[src/rtl/pcsr_consts.vh]
// Summary of operation
// - Compare full 16-bit field length against scratch length continuously.
// - Condition nibble: bit3 equal, bit2 greater, bit1 less, bit0 nonzero.
// - Every memory access checks field address against base and limit, flags it.
// - Out-of-bounds write or swap write suppressed unless override bit 2 set.
// - Overridden out-of-bounds write still sets write flag bit 0.
// - Reads always proceed; out-of-bounds read sets flag bit 1.
// - Only starting field address is bounds checked.
// - 24-bit control word in three bytes; top byte two general nibbles.
// - State nibble: console, I/O request, timer interrupts, console state bit.
// - Console switch and I/O service request set their interrupt bits.
// - Timer sets its bit every 100 ms; stays until software clears.
// - A memory parity error during a read, write or swap access sets fault bit 3.
// - Interrupt bits trigger nothing automatically.
// - Low control byte: carry flag, 2-bit unit type, 5-bit operand length.
// - Reading control byte zero-extends; writing takes low eight bits.
// - Unit type is write-only; 00 binary, 01 decimal, 11 eight-bit.
// - Main and control memory size registers are read-only configuration.
// - Cassette register read only by register move; stalls until data.
// - I/O data port reads and writes 24 bits to selected controller.
// - Command port is write-only, forwards 24-bit command.
// - Zero source always reads zero.
// - Function results recompute immediately from operands and control byte.
// - Carry flag is the high bit of the control byte.
`ifndef PCSR_CONSTS_VH
`define PCSR_CONSTS_VH
`define PCSR_SEL_COND 4'h0
`define PCSR_SEL_CTRL 4'h1
`define PCSR_SEL_GEN_A 4'h2
`define PCSR_SEL_GEN_B 4'h3
`define PCSR_SEL_STATE 4'h4
`define PCSR_SEL_FAULT 4'h5
`define PCSR_SEL_ARITH 4'h6
`define PCSR_SEL_MSIZE 4'h7
`define PCSR_SEL_CSIZE 4'h8
`define PCSR_SEL_TAPE 4'h9
`define PCSR_SEL_DATA 4'ha
`define PCSR_SEL_IO_COMMAND_PORT 4'hb
`define PCSR_SEL_ZERO 4'hc
`define PCSR_SEL_X 4'hd
`define PCSR_SEL_Y 4'he
`define PCSR_SEL_BASE 4'hf
`define PCSR_BIT_CON_INT 0
`define PCSR_BIT_IO_INT 1
`define PCSR_BIT_TMR_INT 2
`define PCSR_BIT_CON_STATE 3
`define PCSR_BIT_WR_OOB 0
`define PCSR_BIT_RD_OOB 1
`define PCSR_BIT_OVERRIDE 2
`define PCSR_BIT_PARITY 3
`define PCSR_BIT_CARRY 7
`define PCSR_UNIT_HI 6
`define PCSR_UNIT_LO 5
`define PCSR_LEN_HI 4
`define PCSR_UNIT_BIN 2'h0
`define PCSR_UNIT_DEC4 2'h1
`define PCSR_UNIT_NUM8 2'h3
`define PCSR_TIMER_MS 100
`define PCSR_CLK_MHZ 100
`define PCSR_TIMER_CYC (`PCSR_TIMER_MS * 1000 * `PCSR_CLK_MHZ)
`define PCSR_RST_NIBBLE 4'h0
`define PCSR_RST_BYTE 8'h00
`define PCSR_RST_WORD 24'h000000
`endif

[src/rtl/pcsr_regs.v]
`timescale 1ns/1ps
`include "pcsr_consts.vh"
module pcsr_regs #(
  parameter TIMER_CYCLES = `PCSR_TIMER_CYC,
  parameter [23:0] MAIN_MEM_SIZE = 24'h000000,
  parameter [23:0] CTRL_MEM_SIZE = 24'h000000
) (
  // Clock and reset
  input wire REF_CLK,
  input wire RST_N,
  // Register move port
  input wire [3:0] RD_SEL,
  input wire RD_EN,
  input wire RD_IS_MOVE,
  output reg [23:0] RD_DATA,
  output wire RD_STALL,
  input wire [3:0] WR_SEL,
  input wire WR_EN,
  input wire [23:0] WR_DATA,
  input wire LIMIT_WR_EN,
  // Field descriptor inputs
  input wire [15:0] FIELD_LENGTH,
  input wire [15:0] SCRATCH_WORD0_RIGHT,
  input wire [23:0] FIELD_ADDRESS,
  output wire [3:0] LENGTH_CONDITION_BITS,
  // Main memory access
  input wire MEM_RD_REQ,
  input wire MEM_WR_REQ,
  input wire MEM_SWAP_REQ,
  input wire MEM_PARITY_ERR,
  output wire MEM_WR_ALLOW,
  // Interrupt sources
  input wire CONSOLE_SWITCH,
  input wire IO_SERVICE_REQ,
  output wire [3:0] PROCESSOR_STATE_BITS,
  output wire [3:0] MEMORY_FAULT_BITS,
  // Cassette input
  input wire TAPE_VALID,
  input wire [15:0] TAPE_DATA,
  // I/O controller
  input wire [23:0] IO_RD_DATA,
  output wire IO_DATA_RD,
  output reg IO_DATA_WR,
  output reg IO_CMD_WR,
  output reg [23:0] IO_WR_DATA,
  // Function box
  output wire [23:0] AND_RESULT,
  output wire [23:0] OR_RESULT,
  output wire [23:0] XOR_RESULT,
  output wire [23:0] CMPX_RESULT,
  output wire [23:0] CMPY_RESULT,
  output wire CARRY_FLAG,
  output wire [1:0] UNIT_TYPE,
  output wire [4:0] OPERAND_LENGTH
);
  reg [3:0] general_nibble_a;
  reg [3:0] general_nibble_b;
  reg [3:0] proc_state;
  reg [3:0] mem_fault;
  reg [7:0] arith_control_byte;
  reg [23:0] base_bound;
  reg [23:0] limit_bound;
  reg [23:0] x_op;
  reg [23:0] y_op;
  reg [15:0] tape_hold;
  reg tape_full;
  reg [31:0] timer_cnt;
  reg con_s1, con_s2, io_s1, io_s2, tv_s1, tv_s2;
  reg tv_s3;
  reg [15:0] td_s1, td_s2;
  wire timer_tick;
  wire out_of_bounds;
  wire wr_access;
  wire wr_state;
  wire wr_fault;
  wire wr_ctrl;
  reg [23:0] len_mask;
  integer i;

  // Length comparison
  assign LENGTH_CONDITION_BITS = {FIELD_LENGTH == SCRATCH_WORD0_RIGHT, FIELD_LENGTH > SCRATCH_WORD0_RIGHT,
                                  FIELD_LENGTH < SCRATCH_WORD0_RIGHT, FIELD_LENGTH != 16'h0000};

  // Bounds check on starting address only
  assign out_of_bounds = (FIELD_ADDRESS < base_bound) || (FIELD_ADDRESS > limit_bound);
  assign wr_access = MEM_WR_REQ | MEM_SWAP_REQ;
  assign MEM_WR_ALLOW = wr_access & (~out_of_bounds | mem_fault[`PCSR_BIT_OVERRIDE]);

  // Input synchronisers
  always @(posedge REF_CLK or negedge RST_N) begin
    if (!RST_N) begin
      con_s1 <= 1'b0;
      con_s2 <= 1'b0;
      io_s1 <= 1'b0;
      io_s2 <= 1'b0;
      tv_s1 <= 1'b0;
      tv_s2 <= 1'b0;
      tv_s3 <= 1'b0;
      td_s1 <= 16'h0000;
      td_s2 <= 16'h0000;
    end else begin
      con_s1 <= CONSOLE_SWITCH;
      con_s2 <= con_s1;
      io_s1 <= IO_SERVICE_REQ;
      io_s2 <= io_s1;
      tv_s1 <= TAPE_VALID;
      tv_s2 <= tv_s1;
      tv_s3 <= tv_s2;
      td_s1 <= TAPE_DATA;
      td_s2 <= td_s1;
    end
  end

  // Interval timer
  assign timer_tick = (timer_cnt == TIMER_CYCLES - 1);
  always @(posedge REF_CLK or negedge RST_N) begin
    if (!RST_N) begin
      timer_cnt <= 32'h00000000;
    end else if (timer_tick) begin
      timer_cnt <= 32'h00000000;
    end else begin
      timer_cnt <= timer_cnt + 32'h00000001;
    end
  end

  assign wr_ctrl = WR_EN && (WR_SEL == `PCSR_SEL_CTRL);
  assign wr_state = WR_EN && (WR_SEL == `PCSR_SEL_STATE);
  assign wr_fault = WR_EN && (WR_SEL == `PCSR_SEL_FAULT);

  // Control word storage; hardware set wins over software clear
  always @(posedge REF_CLK or negedge RST_N) begin
    if (!RST_N) begin
      general_nibble_a <= `PCSR_RST_NIBBLE;
      general_nibble_b <= `PCSR_RST_NIBBLE;
      proc_state <= `PCSR_RST_NIBBLE;
      mem_fault <= `PCSR_RST_NIBBLE;
      arith_control_byte <= `PCSR_RST_BYTE;
    end else begin
      if (wr_ctrl) begin
        general_nibble_a <= WR_DATA[23:20];
        general_nibble_b <= WR_DATA[19:16];
        arith_control_byte <= WR_DATA[7:0];
      end
      if (WR_EN && WR_SEL == `PCSR_SEL_GEN_A)
        general_nibble_a <= WR_DATA[3:0];
      if (WR_EN && WR_SEL == `PCSR_SEL_GEN_B)
        general_nibble_b <= WR_DATA[3:0];
      if (WR_EN && WR_SEL == `PCSR_SEL_ARITH)
        arith_control_byte <= WR_DATA[7:0];
      proc_state <= (wr_state ? WR_DATA[3:0] : (wr_ctrl ? WR_DATA[15:12] : proc_state))
                    | {1'b0, timer_tick, io_s2, con_s2};
      mem_fault <= (wr_fault ? WR_DATA[3:0] : (wr_ctrl ? WR_DATA[11:8] : mem_fault))
                   | {MEM_PARITY_ERR & (MEM_RD_REQ | wr_access), 1'b0,
                      MEM_RD_REQ & out_of_bounds, wr_access & out_of_bounds};
    end
  end

  // Bounds, operands, I/O writes
  always @(posedge REF_CLK or negedge RST_N) begin
    if (!RST_N) begin
      base_bound <= `PCSR_RST_WORD;
      limit_bound <= `PCSR_RST_WORD;
      x_op <= `PCSR_RST_WORD;
      y_op <= `PCSR_RST_WORD;
      IO_DATA_WR <= 1'b0;
      IO_CMD_WR <= 1'b0;
      IO_WR_DATA <= `PCSR_RST_WORD;
    end else begin
      IO_DATA_WR <= WR_EN && (WR_SEL == `PCSR_SEL_DATA);
      IO_CMD_WR <= WR_EN && (WR_SEL == `PCSR_SEL_IO_COMMAND_PORT);
      if (WR_EN && (WR_SEL == `PCSR_SEL_DATA || WR_SEL == `PCSR_SEL_IO_COMMAND_PORT))
        IO_WR_DATA <= WR_DATA;
      if (WR_EN && WR_SEL == `PCSR_SEL_BASE)
        base_bound <= WR_DATA;
      if (LIMIT_WR_EN)
        limit_bound <= WR_DATA;
      if (WR_EN && WR_SEL == `PCSR_SEL_X)
        x_op <= WR_DATA;
      if (WR_EN && WR_SEL == `PCSR_SEL_Y)
        y_op <= WR_DATA;
    end
  end

  // Cassette holding register; one word per rising valid, so a long valid is not taken twice
  assign RD_STALL = RD_EN && RD_IS_MOVE && (RD_SEL == `PCSR_SEL_TAPE) && !tape_full;
  always @(posedge REF_CLK or negedge RST_N) begin
    if (!RST_N) begin
      tape_hold <= 16'h0000;
      tape_full <= 1'b0;
    end else if (tv_s2 && !tv_s3) begin
      tape_hold <= td_s2;
      tape_full <= 1'b1;
    end else if (RD_EN && RD_IS_MOVE && RD_SEL == `PCSR_SEL_TAPE && tape_full) begin
      tape_full <= 1'b0;
    end
  end

  // Function box
  assign CARRY_FLAG = arith_control_byte[`PCSR_BIT_CARRY];
  assign UNIT_TYPE = arith_control_byte[`PCSR_UNIT_HI:`PCSR_UNIT_LO];
  assign OPERAND_LENGTH = arith_control_byte[`PCSR_LEN_HI:0];
  always @* begin
    len_mask = 24'h000000;
    for (i = 0; i < 24; i = i + 1)
      len_mask[i] = (i < OPERAND_LENGTH);
  end
  assign AND_RESULT = x_op & y_op & len_mask;
  assign OR_RESULT = (x_op | y_op) & len_mask;
  assign XOR_RESULT = (x_op ^ y_op) & len_mask;
  assign CMPX_RESULT = ~x_op & len_mask;
  assign CMPY_RESULT = ~y_op & len_mask;

  // Read mux
  assign IO_DATA_RD = RD_EN && (RD_SEL == `PCSR_SEL_DATA);
  always @(posedge REF_CLK or negedge RST_N) begin
    if (!RST_N) begin
      RD_DATA <= `PCSR_RST_WORD;
    end else if (RD_EN && !RD_STALL) begin
      case (RD_SEL)
        `PCSR_SEL_COND: RD_DATA <= {20'h00000, LENGTH_CONDITION_BITS};
        `PCSR_SEL_CTRL: RD_DATA <= {general_nibble_a, general_nibble_b, proc_state, mem_fault,
                                    arith_control_byte[7], 2'h0, arith_control_byte[4:0]};
        `PCSR_SEL_GEN_A: RD_DATA <= {20'h00000, general_nibble_a};
        `PCSR_SEL_GEN_B: RD_DATA <= {20'h00000, general_nibble_b};
        `PCSR_SEL_STATE: RD_DATA <= {20'h00000, proc_state};
        `PCSR_SEL_FAULT: RD_DATA <= {20'h00000, mem_fault};
        `PCSR_SEL_ARITH: RD_DATA <= {16'h0000, arith_control_byte[7], 2'h0, arith_control_byte[4:0]};
        `PCSR_SEL_MSIZE: RD_DATA <= MAIN_MEM_SIZE;
        `PCSR_SEL_CSIZE: RD_DATA <= CTRL_MEM_SIZE;
        `PCSR_SEL_TAPE: RD_DATA <= RD_IS_MOVE ? {8'h00, tape_hold} : 24'h000000;
        `PCSR_SEL_DATA: RD_DATA <= IO_RD_DATA;
        `PCSR_SEL_X: RD_DATA <= x_op;
        `PCSR_SEL_Y: RD_DATA <= y_op;
        `PCSR_SEL_BASE: RD_DATA <= base_bound;
        default: RD_DATA <= 24'h000000;
      endcase
    end
  end

  assign PROCESSOR_STATE_BITS = proc_state;
  assign MEMORY_FAULT_BITS = mem_fault;
endmodule

[config.mk]
export PLATFORM = sky130hd
export DESIGN_NAME = pcsr_regs
export DESIGN_NICKNAME = d
export VERILOG_FILES = /design/src/rtl/pcsr_regs.v
export VERILOG_INCLUDE_DIRS = /design/src /design/src/rtl
export SDC_FILE = /design/constraint.sdc
export NUM_CORES = 1
export LEC_CHECK = 0
export ABC_AREA = 1
export BUFFER_PORTS_ARGS = -buffer_cell sky130_fd_sc_hd__buf_2
export CAP_MARGIN = 25
export CORE_AREA = 5 5 149 208
export DETAILED_ROUTE_END_ITERATION = 10
export DIE_AREA = 0 0 154 213
export PLACE_DENSITY_LB_ADDON = 0.08
export SYNTH_ARGS = -nofsm -noshare
export SYNTH_HDL_FRONTEND = slang
export SYNTH_SLANG_ARGS = --single-unit
[constraint.sdc]
create_clock -name REF_CLK -period 2 [get_ports REF_CLK]
set_input_delay 0.1 -clock REF_CLK [delete_from_list [all_inputs] [get_ports REF_CLK]]
set_output_delay 0.1 -clock REF_CLK [all_outputs]
set_load 0.1 [all_outputs]
==> reports/qor.yml, run 1 <==
sta:
  tightest_slew_ps: 758
  fin_worst_skew_ps: 14.6
  hold_viol_final: 0
  setup_slack_ps: -460
  max_freq_mhz: 407
  min_period_ps: 2460
  timing.final.crit_share_pct: 123
  drv_slew: 0
  rsz0062_at_grt: "true"
  final.setup.tns_ps: -10470
  setup_violations: 76
  slew_headroom_pct: 49.5
worst_hold_path:
  hold_path.class: "in -> reg"
power:
  switchingPower_mw: 13.8
  cellPowerDensity_nw_per_um2: 1300
  internal-power_mw: 14.4
  peakVddDrop_uv: 1250
  seqPwrFrac_pct: 23.6
  clkPwrFrac_pct: 20.5
  sw_frac_of_total_pct: 48.9
  leakage_nw: 10.8
  comb_power_share_pct: 55.8
critical_path:
  crit_family: "simple AND/OR/NAND/NOR gates"
  cp-end-kind: "output port"
  crit_required_ps: 1900
  arrival_ps: 2360
  cp_num_buf_inv: 3
  max_stage_delay_ps: 360
  critical_path_class: "reg -> out"
  crit_chain: "inv_1 -> ha_1 -> nand2_1 -> nor3_2 -> buf_4 -> nor2b_2 -> nand2_1 -> nand2_2 -> nand2_4 -> a21oi_4 -> buf_12"
  crit_path_frequent_cell: "nand2_1"
  crit_slowest_cell: "dfrtp_1"
  start_kind: "register"
  crit_fanout: 3
clock_network:
  clk_pin_slew_ps: 60
  root_buffer: "clkbuf_16"
  cts_buffers: 27
  htreeDepth: 1
  ctsLongestPathBuffers: 3
  clock-sinks: 258
  cts_tree: "built"
  clkLatencyLatePin_ps: 560
global_routing:
  grt_pass1_wl_mm: 85.8
  grt-ovfl-total: 0
  grt_max_degree: 67
  grt.total_usage_pct: 34.3
  grt_antenna_before_repair: 0
  grt_pass1_vias: 14900
final_layout:
  drive_gt1_share_pct: 31.3
  num_antenna_cells: 0
  syn2layout_area_growth_pct: 52.4
  fin_nets: 2541
die:
  die_area_um2: 32800
  die_x_um: 154
  initial_core_util_pct: 49.2
  io_pins: 334
  die_y_um: 213
  num_rows: 74
  core_area_um2: 28900
detailed_routing:
  vias: 14400
  drc_errors: 0
  drt-wirelength-per-cell_um: 21.5
  drt_iter0_drc: 990
  drt_wl_total_mm: 57.8
  first_pass_iters: 5
  viasPerCell: 5.35
  ant_nets: 0
outcome:
  violations: "negative setup slack"
  outcome: "complete, but fails checks"
synth:
  synth_commonest_cells: "nand2_1, inv_1, dfrtp_1"
  async_flop_share_pct: 100
  synthCells: 1792
  ys_types: 42
  synth_flop_cell: "dfrtp_1"
  synth_top_cell_area_share_pct: 45.4
  ys.warnings.count: 0
  syn_avg_cell_area_um2: 7.93
  syn_nets: 2045
  seq_area_frac_synth_pct: 45.4
  synth.most_common_cell: "nand2_1"
  synth_area_leaders: "dfrtp_1, nand2_1, ha_1, inv_1, o21ai_0"
  synth_area_um2: 14200
  synth-seq-cells: 258
  synth_top_area_cell: "dfrtp_1"
  synth-edff-count: 0
placed_design:
  dp_hpwl_mm: 43.0
  place_congestion: 0.964
  port_buffers: 333
  pre_cts_ws_ps: 4.31
run:
  maxCapViolations: 0
tightest hold or removal path: cells and delay by family:
kind / cells / cell delay, ps
simple gates: 3 / 180
buf+inv: 1 / 80
compound gates: 1 / 150
logic make-up (layout without fill, tap and decap cells):
group | Yosys count | after routing | synth area share, %
AOI/OAI and AO/OA | 286 | 286 | 11.2
xor gates and xnor gates | 22 | 22 | 1.36
adders and majority gates | 112 | 112 | 9.86
buffers and inverters | 363 | 879 | 9.90
DFF | 258 | 258 | 45.4
muxes | 15 | 15 | 1.19
and+or+nand+nor | 736 | 736 | 21.1
final cells by class:
class                      instances  area [µm²]
tap                              380         475
clock inverter                    15         287
multi-input combinational       1171        7440
sequential                       258        6480
clock buffer                      34         722
inverter                         317        1230
fill                            2080        7230
timing repair buffer             513        5020
per-stage QoR:
step | area [µm²] | hold WS, ps | power (mW) | cells | utilization (%)
global route | 21700 | 51.2 | 29.0 | 2688 | 75.0
CTS | 21200 | 2.35 | 27.4 | 2680 | 73.5
floorplan | 14900 | -196 | 16.2 | 1792 | -
detailed placement | 18000 | 59.5 | 19.4 | 2528 | 62.3
global placement | 18000 | 50.2 | 19.3 | 2528 | 62.3
finish | 21700 | 4.09 | 28.1 | 2688 | 75.0
repair_timing:
action / in CTS / in global routing
setup endpoints to repair: 116 / 138
hold endpoints to repair: 400 / 0
setup buffers: 36 / 12
gates resized for setup: 334 / 101
pin swaps: 33 / 33
hold buffers: 69 / 0
worst paths after layout:
path | slack [ps] | depth (start not counted) | startpoint | endpoint
min in group asynchronous | 70 | 2 | RST_N | IO_WR_DATA[19]$_DFFE_PN0P_
min | 4 | 5 | IO_RD_DATA[5] | RD_DATA[5]$_DFFE_PN0P_
min reg2reg | 350 | 0 | td_s1[9]$_DFF_PN0_ | td_s2[9]$_DFF_PN0_
max reg2reg | 140 | 12 | base_bound[22]$_DFFE_PN0P_ | MEMORY_FAULT_BITS[0]$_DFF_PN0_
max | -460 | 11 | base_bound[22]$_DFFE_PN0P_ | MEM_WR_ALLOW
max in group asynchronous | 1160 | 3 | RST_N | y_op[11]$_DFFE_PN0P_
layout by cell type, fill, tap and decap left out, types with 8 or more instances in the layout:
master	netlist	routed
buf_2	17	212
buf_6	3	44
buf_4	0	74
nor2_2	7	25
xor2_1	21	21
buf_12	0	105
o221ai_1	13	13
o22ai_1	18	18
nor2_4	3	96
mux2_2	15	15
nor2_1	219	108
nor3_1	23	22
nand3_1	24	20
a21oi_1	48	42
bufinv_16	0	8
nand2_2	1	13
nand2_1	418	397
dlygate4sd3_1	0	69
ha_1	112	108
a221oi_1	8	8
dfrtp_1	258	247
inv_2	4	21
inv_1	312	284
nand2_4	0	9
clkbuf_16	0	27
o21ai_0	177	171
clkinvlp_4	0	10
nand4_1	25	25
power by group through the flow:
stage                     Clock (mW)  Combinational (mW)  Sequential [mW]
after floorplan                    0                8.20             7.99
after global placement             0                12.6             6.66
after detailed placement           0                12.7             6.69
after CTS                       5.84                15.0             6.60
after global routing            6.05                16.3             6.71
final                           5.77                15.7             6.65
flip-flops by register name, summed over array words and instances (netlist names), 24 cells and up:
| signal | count |
|---|---|
| RD_DATA | 24 |
| limit_bound | 24 |
| x_op | 24 |
| IO_WR_DATA | 24 |
| base_bound | 24 |
| y_op | 24 |
| timer_cnt | 32 |
metal layers:
layer	share of wire [%]	wire length, µm	vias up	GRT usage, %
li1	-	-	6672	-
met1	33	19000	6839	36.4
met2	53	30400	668	62.8
met3	6.7	3890	211	5.01
met4	7.8	4510	0	22.6
met5	0	0	-	0
No activity file was read; power rests on OpenSTA's default activity.
==> run 2, diff against run 1 <==
CAP_MARGIN = not set   (was 25)
CORE_AREA = 5 5 150 210   (was 5 5 149 208)
DIE_AREA = 0 0 155 215   (was 0 0 154 213)
GPL_TIMING_DRIVEN = 0   (was not set)
clock period = 2.13 ns   (was 2 ns; I/O delays follow)
==> reports/qor.yml, run 2 (synthesis gave the netlist of run 1 again) <==
global_routing:
  grt.total_usage_pct: 33.2  # was 34.3%
  grt_antenna_before_repair: 0  # unchanged
  grt_pass1_wl_mm: 84.8  # was 85.8 mm
  grt-ovfl-total: 0  # unchanged
  grt_pass1_vias: 14700  # was 14900
  grt_max_degree: 100  # was 67
critical_path:
  crit_slowest_cell: "dfrtp_1"  # unchanged
  crit_fanout: 3  # unchanged
  cp-end-kind: "output port"  # unchanged
  critical_path_class: "reg -> out"  # unchanged
  start_kind: "register"  # unchanged
  arrival_ps: 2380  # was 2360 ps
  crit_chain: "inv_1 -> ha_1 -> a21o_1 -> nor2_1 -> nand2_1 -> nand2_1 -> nand3_1 -> nand2_2 -> nand2_2 -> a21oi_4 -> buf_12"  # was inv_1 -> ha_1 -> nand2_1 -> nor3_2 -> buf_4 -> nor2b_2 -> nand2_1 -> nand2_2 -> nand2_4 -> a21oi_4 -> buf_12
  crit_required_ps: 2020  # was 1900 ps
  max_stage_delay_ps: 360  # about the same
power:
  peakVddDrop_uv: 1440  # was 1250 µV
  total_power_mw: 25.4  # was 28.1 mW
  leakage_nw: 10.5  # was 10.8 nW
  cellPowerDensity_nw_per_um2: 1200  # was 1300 nW/µm²
detailed_routing:
  vias: 14600  # was 14400
  viasPerCell: 5.44  # was 5.35
  drt_iter0_drc: 1158  # was 990
  drc_errors: 0  # unchanged
  drt_wl_total_mm: 58.3  # was 57.8 mm
  ant_nets: 0  # unchanged
  first_pass_iters: 5  # unchanged
  drt-wirelength-per-cell_um: 21.7  # was 21.5 µm
sta:
  min_period_ps: 2480
  slew_headroom_pct: 53.5  # was 49.5%
  setup_slack_ps: -352  # was -460 ps
  hold_viol_final: 0  # unchanged
  tightest_slew_ps: 697  # was 758 ps
  setup_violations: 66  # was 76
  timing.final.crit_share_pct: 117
  drv_slew: 0  # unchanged
  fin_worst_skew_ps: 22.2  # was 14.6 ps
  max_freq_mhz: 403
  rsz0062_at_grt: "true"  # unchanged
  whs_ps: 19.3  # was 4.09 ps
clock_network:
  clk_pin_slew_ps: 60  # about the same
  cts_tree: "built"  # unchanged
  ctsLongestPathBuffers: 3  # unchanged
  cts_buffers: 26  # was 27
  clock-sinks: 258  # unchanged
  root_buffer: "clkbuf_16"  # unchanged
  htreeDepth: 1  # unchanged
  clkLatencyLatePin_ps: 560  # about the same
placed_design:
  place_congestion: 0.943  # was 0.964
  dp_hpwl_mm: 42.8  # was 43.0 mm
  port_buffers: 332  # was 333
  pre_cts_ws_ps: -447  # was 4.31 ps
final_layout:
  multi_input_area_um2: 7430  # was 7440 µm²
  regArea_um2: 6470  # was 6480 µm²
  num_antenna_cells: 0  # unchanged
  nFillCells: 2303  # was 2080
  post-route-util_pct: 71.6  # was 75.0%
  drive_gt1_share_pct: 28.9  # was 31.3%
  layout_commonest_cell: "nand2_1"  # unchanged
  largest_reg_flops: 32  # unchanged
  top_register: "timer_cnt"  # unchanged
  fin_nets: 2541  # unchanged
  layout_common_cells: "nand2_1, inv_1, dfrtp_1"  # unchanged
  syn2layout_area_growth_pct: 48.9  # was 52.4%
die:
  io_pins: 334  # unchanged
  die_x_um: 155  # was 154 µm
  core_area_um2: 29600  # was 28900 µm²
  die_y_um: 215  # was 213 µm
  num_rows: 75  # was 74
  die_area_um2: 33300  # was 32800 µm²
  initial_core_util_pct: 48.1  # was 49.2%
worst_hold_path:
  hold_path.class: "in -> reg"  # unchanged
outcome:
  outcome: "complete, but fails checks"  # unchanged
  violations: "negative setup slack"  # unchanged
run:
  maxCapViolations: 0  # unchanged
==> run 2: changes by cell type in the layout (fill, tap and decap cells not counted), sizes merged <==
cell	previous run	this run
buf	441	404
bufinv	8	2
clkbuf	37	66
clkinv	3	7
clkinvlp	10	6
dlygate4sd3	69	83
==> run 2: final cells by class <==
| class | instances | share of cell area [%] |
|---|---|---|
| Multi-Input combinational cell | 1171 | 35.1 |
| Clock inverter | 9 | 0.532 |
| Clock buffer | 39 | 3.59 |
| Sequential cell | 258 | 30.6 |
| Timing Repair Buffer | 470 | 21.0 |
| Tap cell | 385 | 2.28 |
| Inverter | 317 | 5.81 |
| Buffer | 44 | 1.08 |
==> run 2: worst paths after layout <==
check	slack (ps)	start	endpoint	cells after the start
worst max register to register	150	timer_cnt[0]$_DFF_PN0_	timer_cnt[26]$_DFF_PN0_	10
worst max-delay path	-350	limit_bound[7]$_DFFE_PN0P_	MEM_WR_ALLOW	11
max in group asynchronous	1090	RST_N	arith_control_byte[4]$_DFFE_PN0P_	3
worst min-delay path	20	LIMIT_WR_EN	limit_bound[4]$_DFFE_PN0P_	2
min in group asynchronous	90	RST_N	timer_cnt[22]$_DFF_PN0_	2
worst min register to register	340	td_s1[6]$_DFF_PN0_	td_s2[6]$_DFF_PN0_	0
==> run 2: timing repair <==
action	in CTS	in global routing
endpoints found under the setup margin	113	94
hold buffers	83	0
hold endpoints to repair	212	0
gates resized for setup	315	183
buffers inserted	37	18
pin swaps	22	33
==> run 2: per-layer routing <==
layer	GRT usage [%]	wire, µm
met1	36.4	19600
met2	59.8	30400
met3	5.01	3980
met4	19.6	4360
met5	0	0
==> run 2: report_power, final <==
group          switching [mW]  total (mW)  internal, mW  leakage (nW)
Sequential              0.739        6.29          5.56          3.18
Clock                    2.02        4.73          2.71         0.427
Combinational            10.1        14.3          4.21          6.94
Total                    12.9        25.4          12.5          10.5
==> run 2: worst max-delay path, delay by kind of cell (launching register included) <==
kind	cells	cell delay, ps
AOI/OAI and AO/OA	2	330
adders and majority gates	1	240
DFF	1	360
and+or+nand+nor	6	630
buffers and inverters	2	260
==> run 2: metrics by stage <==
step           cells  area, µm²  TNS [ps]
2_1_floorplan   1792      14900     -4250
3_3_place_gp    2509      17100   -973220
3_5_place_dp    2511      17100    -10090
4_1_cts         2677      20400     -1420
5_1_grt         2693      21200     -7020
6_report        2693      21200     -3850
